### config.mk
export PLATFORM = sky130hd
export DESIGN_NAME = siu_core
export DESIGN_NICKNAME = d
export VERILOG_FILES = /design/src/siu_pkg.sv /design/src/siu_sync.sv /design/src/siu_core.sv
export SDC_FILE = /design/constraint.sdc
export NUM_CORES = 1
export LEC_CHECK = 0
export BUFFER_PORTS_ARGS = -buffer_cell sky130_fd_sc_hd__buf_4
export CAP_MARGIN = 20
export CORE_UTILIZATION = 45
export CTS_BUF_LIST = sky130_fd_sc_hd__clkbuf_2
export CTS_CLUSTER_DIAMETER = 40
export DETAILED_ROUTE_END_ITERATION = 8
export PLACE_DENSITY = 0.7
export SYNTH_ARGS = -nofsm -noshare
export SYNTH_HDL_FRONTEND = slang
export SYNTH_SLANG_ARGS = --single-unit
### constraint.sdc
create_clock -name clk -period 6.6 [get_ports clk]
set_clock_uncertainty 0.2 [all_clocks]
set_input_delay 1.32 -clock clk [delete_from_list [all_inputs] [get_ports clk]]
set_output_delay 1.32 -clock clk [all_outputs]
set_load 0.03 [all_outputs]
### src/siu_pkg.sv
package siu_pkg;

   // ----------------------------------------
   // Register map
   // ----------------------------------------
   localparam logic [7:0] ADDR_ID = 8'h00;
   localparam logic [7:0] ADDR_COND = 8'h01;
   localparam logic [7:0] ADDR_FLAGS = 8'h02;
   localparam logic [7:0] ADDR_MASK = 8'h03;
   localparam logic [7:0] ADDR_CTRL2 = 8'h05;

   // ----------------------------------------
   // Values and field positions
   // ----------------------------------------
   localparam logic [15:0] RESET_MAGIC = 16'h55AA;
   localparam logic [15:0] MASK_RST = 16'hFFFF;
   localparam logic [15:0] CTRL2_RST = 16'h0009;
   localparam logic [15:0] FLAGS_RST = 16'h4000;
   localparam logic [15:0] COND_RST = 16'h0000;
   localparam logic [15:0] COND_VALID = 16'h6FFF;
   localparam int CTRL2_SRC_BIT = 4;
   localparam int CTRL2_DRV_BIT = 5;
   localparam int UV_BIT = 14;

   // ----------------------------------------
   // Serial port counts
   // ----------------------------------------
   localparam logic [3:0] BIT_LAST = 4'h7;
   localparam logic [3:0] BIT_ACK = 4'h8;
   // Parked one below zero so the clock fall that closes a start is not counted as a bit
   localparam logic [3:0] BIT_START = 4'hF;

   // ----------------------------------------
   // Types
   // ----------------------------------------
   typedef struct packed {
      logic reserved15;
      logic supply_undervoltage_flag;
      logic adaptive_boost_active_flag;
      logic reserved12;
      logic boost_overcurrent_flag;
      logic boost_overvoltage_flag;
      logic boost_startup_done_flag;
      logic amp_switching_flag;
      logic amp_clipping_flag;
      logic dsp_watchdog_flag;
      logic missing_ref_clock_flag;
      logic internal_clocks_stable_flag;
      logic amp_overcurrent_flag;
      logic amp_near_clip_flag;
      logic die_overtemp_flag;
      logic loop_locked_flag;
   } siu_cond_t;

   typedef struct packed {
      logic scl;
      logic sda;
   } siu_line_t;

   typedef enum logic [2:0] {ST_IDLE, ST_ADDR, ST_REG, ST_WR, ST_RD} siu_state_t;

endpackage : siu_pkg

### src/siu_sync.sv
`timescale 1ns/1ps
module siu_sync #(
   parameter int WIDTH = 1,
   parameter logic [WIDTH-1:0] RST_VAL = '0
) (
   input wire logic clk,
   input wire logic resetn,
   input wire logic [WIDTH-1:0] d,
   output logic [WIDTH-1:0] q
);
   import siu_pkg::*;

   logic [WIDTH-1:0] meta_reg;
   logic [WIDTH-1:0] q_reg;

   if (WIDTH < 1) begin : g_chk
      $error("siu_sync width must be positive");
   end

   // First stage feeds only the second stage
   always_ff @(posedge clk or negedge resetn) begin
      if (!resetn) begin
         meta_reg <= RST_VAL;
         q_reg <= RST_VAL;
      end else begin
         meta_reg <= d;
         q_reg <= meta_reg;
      end
   end

   assign q = q_reg;

endmodule : siu_sync

### src/siu_core.sv
`timescale 1ns/1ps
module siu_core #(
   parameter logic [6:0] DEV_ADDR = 7'h34,
   parameter logic [15:0] CHIP_ID = 16'h1A5C  // Arbitrary identification value
) (
   input wire logic clk,
   input wire logic resetn,
   input wire logic scl_in,
   input wire logic sda_in,
   output logic sda_out,
   output logic sda_oe,
   input siu_pkg::siu_cond_t cond_in,
   output logic irq_n_out,
   output logic irq_n_oe
);
   import siu_pkg::*;

   // ----------------------------------------
   // Elaboration checks
   // ----------------------------------------
   if (DEV_ADDR[6:3] == 4'h0 || DEV_ADDR[6:3] == 4'hF) begin : g_chk
      $error("siu_core device address falls in a reserved serial range");
   end

   // ----------------------------------------
   // Declarations
   // ----------------------------------------
   siu_line_t line_s;
   logic [15:0] cond_s;
   logic scl_q_reg, scl_q_next;
   logic sda_q_reg, sda_q_next;
   logic scl_rise, scl_fall, start_evt, stop_evt;
   siu_state_t state_reg, state_next;
   logic [3:0] cnt_reg, cnt_next;
   logic [7:0] shift_reg, shift_next;
   logic [7:0] ptr_reg, ptr_next;
   logic [7:0] hi_reg, hi_next;
   logic byte_sel_reg, byte_sel_next;
   logic [15:0] tx_reg, tx_next;
   logic ack_reg, ack_next;
   logic drive_reg, drive_next;
   logic load_en;
   logic [7:0] load_addr;
   logic wr_en;
   logic [15:0] wr_data;
   logic [15:0] clr_vec;
   logic [15:0] cond_reg, cond_next;
   logic [15:0] flags_reg, flags_next;
   logic [15:0] mask_reg, mask_next;
   logic [15:0] ctrl2_reg, ctrl2_next;
   logic [15:0] set_vec;
   logic [15:0] irq_src;
   logic irq_reg, irq_next;
   logic first_reg;

   // ----------------------------------------
   // Input synchronisers
   // ----------------------------------------
   siu_sync #(.WIDTH(2), .RST_VAL(2'h3)) u_line_sync (
      .clk(clk),
      .resetn(resetn),
      .d({scl_in, sda_in}),
      .q(line_s)
   );

   siu_sync #(.WIDTH(16), .RST_VAL(COND_RST)) u_cond_sync (
      .clk(clk),
      .resetn(resetn),
      .d(cond_in),
      .q(cond_s)
   );

   // ----------------------------------------
   // Helper functions
   // ----------------------------------------
   function automatic logic [15:0] read_word(input logic [7:0] a);
      case (a)
         ADDR_ID: read_word = CHIP_ID;
         ADDR_COND: read_word = cond_reg;
         ADDR_FLAGS: read_word = flags_reg;
         ADDR_MASK: read_word = mask_reg;
         ADDR_CTRL2: read_word = ctrl2_reg;
         default: read_word = 16'h0000;
      endcase
   endfunction : read_word

   // High byte goes out first, most significant bit first
   function automatic logic tx_bit(input logic [15:0] w, input logic sel,
                                   input logic [2:0] idx);
      tx_bit = w[{~sel, ~idx}];
   endfunction : tx_bit

   // ----------------------------------------
   // Serial slave
   // ----------------------------------------
   assign scl_rise = line_s.scl & ~scl_q_reg;
   assign scl_fall = ~line_s.scl & scl_q_reg;
   assign start_evt = line_s.scl & scl_q_reg & sda_q_reg & ~line_s.sda;
   assign stop_evt = line_s.scl & scl_q_reg & ~sda_q_reg & line_s.sda;

   always_comb begin
      scl_q_next = line_s.scl;
      sda_q_next = line_s.sda;
      state_next = state_reg;
      cnt_next = cnt_reg;
      shift_next = shift_reg;
      ptr_next = ptr_reg;
      hi_next = hi_reg;
      byte_sel_next = byte_sel_reg;
      ack_next = ack_reg;
      drive_next = drive_reg;
      load_en = 1'b0;
      load_addr = ptr_reg;
      wr_en = 1'b0;
      wr_data = {hi_reg, shift_reg};
      clr_vec = 16'h0000;
      if (start_evt) begin
         state_next = ST_ADDR;
         cnt_next = BIT_START;
         drive_next = 1'b0;
         byte_sel_next = 1'b0;
      end else if (stop_evt) begin
         state_next = ST_IDLE;
         drive_next = 1'b0;
      end else if (state_reg != ST_IDLE) begin
         if (scl_rise) begin
            if (cnt_reg < BIT_ACK) begin
               shift_next = {shift_reg[6:0], line_s.sda};
            end else begin
               ack_next = ~line_s.sda;
            end
         end
         if (scl_fall) begin
            if (cnt_reg == BIT_LAST) begin
               cnt_next = BIT_ACK;
               case (state_reg)
                  ST_ADDR: drive_next = (shift_reg[7:1] == DEV_ADDR);
                  ST_RD: drive_next = 1'b0;
                  default: drive_next = 1'b1;
               endcase
            end else if (cnt_reg == BIT_ACK) begin
               cnt_next = 4'h0;
               drive_next = 1'b0;
               case (state_reg)
                  ST_ADDR: begin
                     if (shift_reg[7:1] != DEV_ADDR) begin
                        state_next = ST_IDLE;
                     end else if (shift_reg[0]) begin
                        state_next = ST_RD;
                        load_en = 1'b1;
                        byte_sel_next = 1'b0;
                     end else begin
                        state_next = ST_REG;
                     end
                  end
                  ST_REG: begin
                     ptr_next = shift_reg;
                     state_next = ST_WR;
                     byte_sel_next = 1'b0;
                  end
                  ST_WR: begin
                     if (!byte_sel_reg) begin
                        hi_next = shift_reg;
                        byte_sel_next = 1'b1;
                     end else begin
                        wr_en = 1'b1;
                        ptr_next = ptr_reg + 8'h01;
                        byte_sel_next = 1'b0;
                     end
                  end
                  ST_RD: begin
                     if (!byte_sel_reg) begin
                        if (ack_reg) begin
                           byte_sel_next = 1'b1;
                        end else begin
                           state_next = ST_IDLE;
                        end
                     end else begin
                        // Only the bits that were sent are cleared, so late events survive
                        if (ptr_reg == ADDR_FLAGS) begin
                           clr_vec = tx_reg;
                        end
                        if (ack_reg) begin
                           ptr_next = ptr_reg + 8'h01;
                           load_en = 1'b1;
                           load_addr = ptr_reg + 8'h01;
                           byte_sel_next = 1'b0;
                        end else begin
                           state_next = ST_IDLE;
                        end
                     end
                  end
                  default: state_next = ST_IDLE;
               endcase
               if (state_next == ST_RD) begin
                  drive_next = ~tx_bit(load_en ? read_word(load_addr) : tx_reg,
                                       byte_sel_next, 3'h0);
               end
            end else begin
               cnt_next = cnt_reg + 4'h1;
               if (state_reg == ST_RD) begin
                  drive_next = ~tx_bit(tx_reg, byte_sel_reg, cnt_next[2:0]);
               end
            end
         end
      end
      tx_next = load_en ? read_word(load_addr) : tx_reg;
   end

   always_ff @(posedge clk or negedge resetn) begin
      if (!resetn) begin
         scl_q_reg <= 1'b1;
         sda_q_reg <= 1'b1;
         state_reg <= ST_IDLE;
         cnt_reg <= 4'h0;
         shift_reg <= 8'h00;
         ptr_reg <= 8'h00;
         hi_reg <= 8'h00;
         byte_sel_reg <= 1'b0;
         tx_reg <= 16'h0000;
         ack_reg <= 1'b0;
         drive_reg <= 1'b0;
      end else begin
         scl_q_reg <= scl_q_next;
         sda_q_reg <= sda_q_next;
         state_reg <= state_next;
         cnt_reg <= cnt_next;
         shift_reg <= shift_next;
         ptr_reg <= ptr_next;
         hi_reg <= hi_next;
         byte_sel_reg <= byte_sel_next;
         tx_reg <= tx_next;
         ack_reg <= ack_next;
         drive_reg <= drive_next;
      end
   end

   assign sda_out = 1'b0;
   assign sda_oe = drive_reg;

   // ----------------------------------------
   // Status, flags, mask and pin control
   // ----------------------------------------
   always_comb begin
      cond_next = cond_s & COND_VALID;
      set_vec = cond_next ^ cond_reg;
      flags_next = (flags_reg & ~clr_vec) | set_vec;
      mask_next = mask_reg;
      ctrl2_next = ctrl2_reg;
      if (wr_en) begin
         case (ptr_reg)
            ADDR_ID: begin
               if (wr_data == RESET_MAGIC) begin
                  mask_next = MASK_RST;
                  ctrl2_next = CTRL2_RST;
               end
            end
            ADDR_MASK: mask_next = wr_data;
            ADDR_CTRL2: ctrl2_next = wr_data;
            default: mask_next = mask_reg;
         endcase
      end
      irq_src = ctrl2_reg[CTRL2_SRC_BIT] ? cond_reg : flags_reg;
      irq_next = |(irq_src & ~mask_reg & COND_VALID);
   end

   always_ff @(posedge clk or negedge resetn) begin
      if (!resetn) begin
         cond_reg <= COND_RST;
         flags_reg <= FLAGS_RST;
         mask_reg <= MASK_RST;
         ctrl2_reg <= CTRL2_RST;
         irq_reg <= 1'b0;
         first_reg <= 1'b1;
      end else begin
         cond_reg <= cond_next;
         flags_reg <= flags_next;
         mask_reg <= mask_next;
         ctrl2_reg <= ctrl2_next;
         irq_reg <= irq_next;
         first_reg <= 1'b0;
      end
   end

   // Open-drain only pulls low; push-pull drives both levels
   assign irq_n_out = ctrl2_reg[CTRL2_DRV_BIT] ? ~irq_reg : 1'b0;
   assign irq_n_oe = ctrl2_reg[CTRL2_DRV_BIT] ? 1'b1 : irq_reg;
endmodule : siu_core

==> metrics.md, run 1 <==
| Metric | Value |
|---|---|
| Antenna Nets Post-Route | `0` |
| Dpl hpwl | `around 13000 um` |
| Leak pwr | `between 0.003 and 0.004 uW` |
| Hold slack final | `around 170 ps` |
| Initial Util | `0.459` |
| DRC Markers | `0` |
| Gate Count Post-Synth | `around 680` |
| Clk pin slew, worst setup/hold paths | `between 200 and 250 ps` |
| Cts bufs inserted | `17` |
| Buf+Inv Stages, Crit Path | `0` |
| Final core occ | `0.495` |
| Synth area leader | `dfrtp_1` |
| Status | `completed` |
| Initial antenna violation count | `1` |
| Die Footprint | `between 15000 and 20000 sq um` |
| Register area | `between 3000 and 4000 sq um` |
| Netlist cell types | `72` |
| Syn Nets | `around 710` |
| Fin crit period | `4100 ps` |
| All-Layer GR Usage | `0.236` |
| FP Rows | `46` |
| DR vias/cell | `6.14` |
| MaxCap Viol Count | `0` |
| Clk sinks | `~150` |
| Fin. Hold Viols | `0` |
| Cell area after layout | `7830 sq um` |
| Ports | `24` |
| Post-synthesis register bit count | `147` |
| GRT overflow | `0` |
| CTS tree | `done` |
| First-pass GRT wire length | `approximately 30000 um` |
| WL/cell | `between 20 and 25 um` |
| Number of port buffers | `20` |
| Post-synthesis sequential area ratio | `0.511` |
| CTS Hold Buffers Added | `0` |
| CP cell instances | `ha_1 -> nand3_1 -> nor3_1 -> mux2i_1 -> nand4_2 -> a21oi_1 -> a222oi_1 -> a21oi_1` |
| Setup TNS | `0 ps` |
| Delay-heaviest family, CP | `compound AO/OA/AOI/OAI gates` |
| Cts repair resizes | `0` |
| Placed inst area | `around 7600 sq um` |
| CORE AREA | `~16000 sq um` |
| Final Wtd Congestion | `approximately 0.97` |
| Final slew viol count | `0` |
| RSZ-0062 raised after global routing | `no` |
| Share of the synthesized area in the top cell type | `0.420` |
| Most common flop cell mapped by yosys | `dfrtp_1` |
| Area grow syn2layout | `7.82%` |
| Die span in x | `roughly 130 um` |
| Syn_area_per_cell | `about 11 sq um` |
| Vias | `~5600` |
| Setup slack after placement | `approximately 2400 ps` |
| Critical Path Sink Type | `flip-flop` |
| Synth warn | `0` |
| Critical Path Fanout Max | `21` |
| Crit-path slowest cell | `dfrtp_1` |
| Worst slew margin | `0.358` |
| Footprint of the multi-input gates | `3320 sq um` |
| CTS root buf | `clkbuf_2` |
| FFs w/ async S/R, synth | `1.00` |
| Layout cell share with drive strength beyond 1 | `0.184` |
| WP data arrival | `between 4000 and 5000 ps` |
| Total Nets Final | `715` |
| Fillers | `between 1000 and 1500` |
| Clock latency reported for the late side of the worst-skew pair | `between 700 and 800 ps` |
| PD cells | `231 nW/um^2` |
| H-tree depth | `4` |
| Synth Cell Area | `~7300 sq um` |
| Max stage delay on crit path | `roughly 850 ps` |
| Die height | `around 130 um` |
| Top cells by area, synth | `dfrtp_1 (42%), dfstp_2 (9.0%), nand2_1 (5.1%)` |
| Pin count of the biggest net entering global routing | `94` |
| TritonRoute pass-1 iters | `5` |
| Initial DRC count | `between 600 and 700` |
| Peak supply drop | `between 100 and 150 uV` |
| Top-count cell post-synth | `dfrtp_1` |
| Setup slack after layout | `2500 ps` |
| Critical Path RT | `between 7000 and 8000 ps` |
| Most frequent cell on the critical path | `a21oi_1` |
| Vias in the first global route | `roughly 5600` |
| Startpoint class of the critical path | `flip-flop` |
| Total setup buffers inserted after CTS | `0` |
| Worst hold path type | `flip-flop to flip-flop` |
| Final setup fails | `0` |
| F_max | `244 MHz` |
| Routed WL | `18400 um` |
| Number of synthesized flops with an enable pin | `0` |
| Clk buf depth | `2` |
| Slew @ Worst Pin | `~960 ps` |
| Synth top cells by count | `dfrtp_1 (122), nand2_1 (99), o21ai_0 (30)` |
| Fin crit share | `0.622` |
| Crit Path Category | `flip-flop to flip-flop` |
==> metal layers <==
metal  GRT usage  part of all wire  wire (um)  up-vias
li1            -                 -          -     2535
met1       0.321              0.44       8090     2822
met2       0.361              0.47       8580      240
met3      0.0590             0.075       1370       43
met4      0.0962             0.019        356        0
met5           0                 0          0        -
==> cell type report <==
class,instances,area share
Antenna cell,1,0.000320
Clock inverter,14,0.0192
Multi-Input combinational cell,477,0.424
Sequential cell,147,0.474
Tap cell,216,0.0345
Timing Repair Buffer,29,0.0292
Inverter,16,0.00767
Clock buffer,18,0.0115
==> stage by stage <==
stage,cells,power (uW)
2_1_floorplan,679,1220
3_3_place_gp,883,1290
3_5_place_dp,883,1310
4_1_cts,915,1820
5_1_grt,918,1900
6_report,918,1810
==> cell families after synthesis <==
family,count (synthesis),share of synthesized area
other cells,1,0.000516
mux,53,0.0851
flops,147,0.511
simple gates,216,0.155
compound gates,182,0.179
fa+ha+maj,7,0.0121
buf+inv,55,0.0353
xor+xnor,18,0.0217
==> final timing paths <==
path	startpoint	to	slack (ps)	cells after the start
max in group asynchronous	resetn	flags_reg[1]	4530	2
hold / removal	u_line_sync.meta_reg[1]	u_line_sync.q[1]	170	0
min in group asynchronous	resetn	ptr_reg[7]	470	1
hold reg to reg	u_line_sync.meta_reg[1]	u_line_sync.q[1]	170	0
setup / recovery	ptr_reg[0]	tx_reg[8]	2500	8
setup reg to reg	ptr_reg[0]	tx_reg[8]	2500	8
==> power by group <==
part | leakage [uW] | switching [uW] | total (uW) | internal (uW)
clock network | 0.000140 | 337 | 516 | 179
registers | 0.00177 | 97.1 | 1050 | 950
logic | 0.00125 | 127 | 242 | 115
==> cells in the final DEF (no fill, tap or decap), drive strengths merged, types with 4 or more instances in the layout <==
master / synthesis / layout
dfrtp: 122 / 122
nand2: 99 / 99
o21ai: 31 / 31
buf: 23 / 29
mux2i: 28 / 28
nor2: 28 / 28
a21oi: 25 / 25
dfstp: 25 / 25
nand3: 24 / 24
mux2: 20 / 20
inv: 16 / 20
o22ai: 18 / 18
clkbuf: 16 / 18
o22a: 17 / 17
a22o: 17 / 17
xnor2: 16 / 16
a22oi: 12 / 12
a31oi: 11 / 11
a21boi: 9 / 9
nor3: 9 / 9
nor4: 9 / 9
a222oi: 8 / 8
nand4: 8 / 8
ha: 7 / 7
o211ai: 6 / 6
clkinv: 0 / 6
nand2b: 5 / 5
nor2b: 5 / 5
o31ai: 5 / 5
mux4: 5 / 5
or3: 4 / 4
a32oi: 4 / 4
nor3b: 4 / 4
a211oi: 4 / 4
or2: 4 / 4
(Power assumes the default switching activity.)
==> run 2, diff against run 1 <==
--- a/config.mk
+++ b/config.mk
@@ -5,13 +5,14 @@
 export SDC_FILE = /design/constraint.sdc
 export NUM_CORES = 1
 export LEC_CHECK = 0
+export ABC_AREA = 1
 export BUFFER_PORTS_ARGS = -buffer_cell sky130_fd_sc_hd__buf_4
 export CAP_MARGIN = 20
 export CORE_UTILIZATION = 45
 export CTS_BUF_LIST = sky130_fd_sc_hd__clkbuf_2
 export CTS_CLUSTER_DIAMETER = 40
 export DETAILED_ROUTE_END_ITERATION = 8
-export PLACE_DENSITY = 0.7
+export PLACE_DENSITY = 0.72
 export SYNTH_ARGS = -nofsm -noshare
 export SYNTH_HDL_FRONTEND = slang
 export SYNTH_SLANG_ARGS = --single-unit
==> constraint.sdc (replaced) <==
create_clock -name clk -period 3.75 [get_ports clk]
set_clock_uncertainty 0.2 [all_clocks]
set_input_delay 0.75 -clock clk [delete_from_list [all_inputs] [get_ports clk]]
set_output_delay 0.75 -clock clk [all_outputs]
set_load 0.03 [all_outputs]
==> metrics.md, run 2 <==
| Metric | Value |
|---|---|
| Footprint of the multi-input gates | `2940 sq um` |
| Met1 WL | `slightly above 8000 um` |
| CORE AREA | `roughly 15000 sq um` |
| RSZ-0062 raised after global routing | `no` |
| Cell area after layout | `approximately 8000 sq um` |
| Placed inst area | `approximately 7600 sq um` |
| Vias | `roughly 5900` |
| Top cells by area, synth | `dfrtp_1 (42%), nand2_1 (11%), dfstp_2 (9.1%)` |
| Area grow syn2layout | `10.7%` |
| Overall power | `2830 uW` |
| Commonest non-fill, non-tap cell in the layout | `nand2_1` |
| Met3 routed WL | `1150 um` |
| Reg2reg setup slack | `750 ps` |
| MaxCap Viol Count | `0` |
| Vias in the first global route | `between 5000 and 6000` |
| Most common flop cell mapped by yosys | `dfrtp_1` |
| Routed WL | `~17000 um` |
| Clk pin slew, worst setup/hold paths | `roughly 260 ps` |
| Top-count cell post-synth | `nand2_1` |
| Worst hold path type | `flip-flop to flip-flop` |
| Number of port buffers | `20` |
| Final Wtd Congestion | `roughly 0.9` |
| CTS root buf | `clkbuf_2` |
| WL/cell | `about 15 um` |
| FFs w/ async S/R, synth | `1.00` |
| Layout cell share with drive strength beyond 1 | `0.153` |
| Total Nets Final | `between 900 and 1000` |
| Post-synthesis register bit count | `roughly 150` |
| Startpoint class of the critical path | `flip-flop` |
| Status | `completed` |
| Ports | `24` |
| Netlist cell types | `49` |
| Critical Path RT | `around 4300 ps` |
| CTS tree | `done` |
| Met2 wire length | `between 7000 and 8000 um` |
| WP data arrival | `around 3500 ps` |
| Critical Path Fanout Max | `17` |
| Post-synthesis sequential area ratio | `0.513` |
| Initial antenna violation count | `1` |
| Synth warn | `0` |
| Final setup fails | `0` |
| Worst slew margin | `0.531` |
| Fin. Hold Viols | `0` |
| Initial Util | `0.469` |
| Synth area leader | `dfrtp_1` |
| Syn_area_per_cell | `between 8 and 9 sq um` |
| DRC Markers | `0` |
| Die Footprint | `between 15000 and 20000 sq um` |
| Leak pwr | `~0.0036 uW` |
| Cts bufs inserted | `17` |
| FP Rows | `45` |
| Synth top cells by count | `nand2_1 (210), dfrtp_1 (122), inv_1 (103)` |
| Final slew viol count | `0` |
| Dpl hpwl | `11900 um` |
| All-Layer GR Usage | `0.227` |
| Die span in x | `approximately 130 um` |
| Fin crit period | `3000 ps` |
| Max Used Layer | `met4` |
| Clock latency reported for the late side of the worst-skew pair | `780 ps` |
| Gate Count Post-Synth | `approximately 860` |
| Total setup buffers inserted after CTS | `0` |
| Antenna Nets Post-Route | `0` |
| Setup slack after placement | `between 700 and 800 ps` |
| Peak supply drop | `between 150 and 200 uV` |
| Setup slack after layout | `between 700 and 800 ps` |
| Share of the synthesized area in the top cell type | `0.422` |
| Die height | `129 um` |
| Number of synthesized flops with an enable pin | `0` |
| Setup TNS | `0 ps` |
| Initial DRC count | `between 500 and 600` |
| Register area | `about 3700 sq um` |
| Clk buf depth | `2` |
| Final core occ | `0.519` |
| Syn Nets | `882` |
| H-tree depth | `4` |
| Most frequent cells in the layout | `nand2_1 (210), dfrtp_1 (122), inv_1 (103), o21ai_0 (99), nand3_1 (51)` |
| Slew @ Worst Pin | `704 ps` |
| TritonRoute pass-1 iters | `6` |
| First-pass GRT wire length | `~28000 um` |
| DR vias/cell | `roughly 5.2` |
| Fin crit share | `0.799` |
| Fillers | `roughly 1500` |
| Crit Path Category | `flip-flop to flip-flop` |
| Synth Cell Area | `between 7000 and 8000 sq um` |
| GRT overflow | `0` |
| Pin count of the biggest net entering global routing | `just under 80` |
| Clk sinks | `between 100 and 150` |
| PD cells | `roughly 350 nW/um^2` |
| Critical Path Sink Type | `flip-flop` |
| F_max | `between 300 and 400 MHz` |
==> run 2: path summary, 6_finish.rpt <==
check | start | cells past startpoint | to
max in group asynchronous | resetn | 3 | cnt_reg[1]
max reg2reg | cnt_reg[0] | 15 | tx_reg[12]
min reg2reg | u_cond_sync.meta_reg[9] | 0 | u_cond_sync.q[9]
min | u_cond_sync.meta_reg[9] | 0 | u_cond_sync.q[9]
max | cnt_reg[0] | 15 | tx_reg[12]
min in group asynchronous | resetn | 2 | ptr_reg[4]
==> run 2: power breakdown <==
part	total [uW]	switching, uW	leakage (uW)	internal (uW)
Sequential	1680	46.7	0.00178	1640
Combinational	264	154	0.00171	109
Clock	883	674	0.000139	209
==> run 2: layout make-up <==
cell class,count,share of cell area
tap,211,0.0330
inverter,122,0.0589
timing repair buffer,42,0.0467
multi-input combinational,567,0.367
clock inverter,15,0.0183
clock buffer,17,0.0106
sequential,147,0.463
antenna,5,0.00156
==> run 2: repair_timing <==
item / in CTS / in global routing
endpoints found under the setup margin: 0 / 0
hold buffers: 17 / 0
gates resized for setup: 0 / 0
hold endpoints to repair: 77 / 0
==> run 2: routing by layer <==
layer / vias to the layer above / global-route usage
met1: 2794 / 0.315
met2: 194 / 0.346
met4: 0 / 0.0768
met5: - / 0
li1: 2875 / -
met3: 30 / 0.0590
==> run 2: logic make-up after synthesis <==
family                     Yosys count  synth area share
buffers and inverters              141            0.0804
adders and majority gates            7            0.0121
other                                1          0.000519
DFF                                147             0.513
and+or+nand+nor                    360             0.228
xor gates and xnor gates            15            0.0182
AOI/OAI and AO/OA                  184             0.148
==> run 2: metrics by stage <==
stage | std cells | hold WS, ps
floorplan | 855 | 131
global placement | 1072 | 132
detailed placement | 1072 | 136
CTS | 1121 | 172
global route | 1126 | 174
finish | 1126 | 170
==> run 2: critical path, stage by stage, from the launching register on <==
cell and delay (ps):
dfrtp_1 590, clkinv_1 150, ha_1 250, nand3_4 130, clkinv_2 110, nand2_4 210
inv_1 120, a21boi_4 240, nand2_2 150, nor2_4 210, nand2_2 100, inv_2 180
nand2_1 80, nand4_1 100, nand2_1 60, o21ai_1 80
==> run 3, diff against run 2 <==
--- a/config.mk
+++ b/config.mk
@@ -5,7 +5,7 @@
 export SDC_FILE = /design/constraint.sdc
 export NUM_CORES = 1
 export LEC_CHECK = 0
-export ABC_AREA = 1
+export ABC_AREA = 0
 export BUFFER_PORTS_ARGS = -buffer_cell sky130_fd_sc_hd__buf_4
 export CAP_MARGIN = 20
 export CORE_UTILIZATION = 45
==> constraint.sdc (replaced) <==
create_clock -name clk -period 2.5 [get_ports clk]
set_clock_uncertainty 0.2 [all_clocks]
set_input_delay 0.5 -clock clk [delete_from_list [all_inputs] [get_ports clk]]
set_output_delay 0.5 -clock clk [all_outputs]
set_load 0.03 [all_outputs]
==> metrics.md, run 3 (same netlist as run 1, synthesis figures left out) <==
| Metric | Value |
|---|---|
| Final Wtd Congestion | `around 0.95` |
| Cell-internal power | `3430 uW` |
| Commonest non-fill, non-tap cell in the layout | `buf_4` |
| Hold slack final | `103 ps` |
| Critical Path Sink Type | `flip-flop` |
| Fin. Hold Viols | `0` |
| Max stage delay on crit path | `between 500 and 600 ps` |
| Leak pwr | `approximately 0.0042 uW` |
| Clk sinks | `between 100 and 150` |
| Dpl hpwl | `~15000 um` |
| Total Nets Final | `897` |
| CTS root buf | `clkbuf_2` |
| Crit Path Category | `flip-flop to flip-flop` |
| H-tree depth | `4` |
| Worst hold path type | `input port to async pin` |
| Die span in x | `between 100 and 150 um` |
| Die height | `129 um` |
| CORE AREA | `between 15000 and 20000 sq um` |
| Slew @ Worst Pin | `between 600 and 700 ps` |
| Clk pin slew, worst setup/hold paths | `about 250 ps` |
| RSZ-0062 raised after global routing | `yes` |
| Overall power | `~5100 uW` |
| Ports | `24` |
| TritonRoute pass-1 iters | `6` |
| Sw Ratio | `0.327` |
| Part of the power in registers | `0.515` |
| Layout cell share with drive strength beyond 1 | `0.411` |
| Final setup fails | `33` |
| Clock latency reported for the late side of the worst-skew pair | `750 ps` |
| Fin crit share | `1.12` |
| Fin crit period | `2790 ps` |
| Logic gate share of total power | `0.241` |
| Vias | `about 6500` |
| Antenna Nets Post-Route | `0` |
| FP Rows | `46` |
| Final core occ | `0.627` |
| Final slew viol count | `0` |
| Routed WL | `22300 um` |
| Startpoint class of the critical path | `flip-flop` |
| Critical Path RT | `2960 ps` |
| Area grow syn2layout | `36.7%` |
| CTS tree | `done` |
| Setup slack after layout | `-295 ps` |
| Pin count of the biggest net entering global routing | `48` |
| Sw power | `approximately 1700 uW` |
| Peak supply drop | `284 uV` |
| GRT overflow | `0` |
| Critical Path Fanout Max | `4` |
| WP data arrival | `between 3000 and 4000 ps` |
| Fillers | `about 1200` |
| Cts bufs inserted | `17` |
| Initial DRC count | `771` |
| Initial Util | `0.459` |
| Share of total power in the clock network | `0.245` |
| Worst slew margin | `0.556` |
| Setup TNS | `-5390 ps` |
| Number of port buffers | `20` |
| F_max | `approximately 360 MHz` |
| MaxCap Viol Count | `0` |
| DR vias/cell | `5.95` |
| All-Layer GR Usage | `0.273` |
| Crit-path slowest cell | `mux4_2` |
| Initial antenna violation count | `2` |
| Die Footprint | `approximately 17000 sq um` |
| Status | `complete, but fails checks` |
| Most frequent cells in the layout | `buf_4 (158), dfrtp_1 (122), nand2_1 (93), o21ai_0 (30), nor2_1 (26)` |
| Vias in the first global route | `between 6000 and 7000` |
| PD cells | `approximately 500 nW/um^2` |
| First-pass GRT wire length | `~34000 um` |
| DRC Markers | `0` |
| WL/cell | `a little over 20 um` |
| CP cell instances | `inv_4 -> ha_4 -> mux4_2 -> mux4_2 -> o31ai_2 -> a31oi_1 -> a31o_2 -> a31oi_1` |
| Clk buf depth | `2` |
| Failing checks | `negative setup slack` |
==> run 3: worst paths after layout <==
| kind | start | to | slack [ps] | cells past startpoint |
|---|---|---|---|---|
| worst min-delay path | resetn | u_line_sync.meta_reg[1] | 100 | 2 |
| max in group asynchronous | resetn | mask_reg[14] | 1600 | 3 |
| min in group clk | u_cond_sync.meta_reg[0] | u_cond_sync.q[0] | 170 | 0 |
| worst min register to register | u_cond_sync.meta_reg[0] | u_cond_sync.q[0] | 170 | 0 |
| worst max-delay path | cnt_reg[0] | sda_oe | -290 | 8 |
| worst max register to register | cnt_reg[0] | sda_oe | -290 | 8 |
==> run 3: stage by stage <==
step	cells	worst slack, ps	area [sq um]
after floorplan	679	-249	7350
after global placement	1004	-259	8570
after detailed placement	1004	-326	8570
after CTS	1084	-302	9580
after global routing	1100	-380	9930
final	1100	-295	9930
==> run 3: final cells by class <==
| type | instances | area, sq um | share of cell area |
|---|---|---|---|
| well taps | 216 | 270 | 0.0272 |
| clock buffers | 18 | 90.1 | 0.00907 |
| clock inverters | 14 | 120 | 0.0121 |
| repair buffers | 211 | 1920 | 0.194 |
| flip-flops and latches | 147 | 3710 | 0.374 |
| diodes | 1 | 2.50 | 0.000252 |
| multi-input cells | 477 | 3750 | 0.378 |
| inverters | 16 | 62.6 | 0.00630 |
==> run 3: layer usage <==
layer / GRT usage / routed length, um
met1: 0.358 / 8940
met4: 0.120 / 828
met5: 0 / 40
met3: 0.0454 / 1700
met2: 0.447 / 10800
==> run 3: what timing repair did <==
item	4_1_cts	5_1_grt
gates resized for setup	74	47
setup endpoints to repair	33	51
gates cloned	4	1
hold buffers	18	0
pin swaps	38	27
endpoints found under the hold margin	152	0
setup buffers	27	17
==> run 3: power by group through the flow <==
stage	clock, uW	sequential (uW)	combinational, uW
final	1250	2620	1230
after global routing	1390	2640	1330
after detailed placement	0	2660	1080
after floorplan	0	2660	617
after CTS	1290	2620	1200
after global placement	0	2650	1050
==> run 3: critical path: cells and delay by family (launching register included) <==
family	cells	cell delay [ps]
compound gates	4	740
fa+ha+maj	1	300
buf+inv	1	40
flops	1	440
mux	2	1030
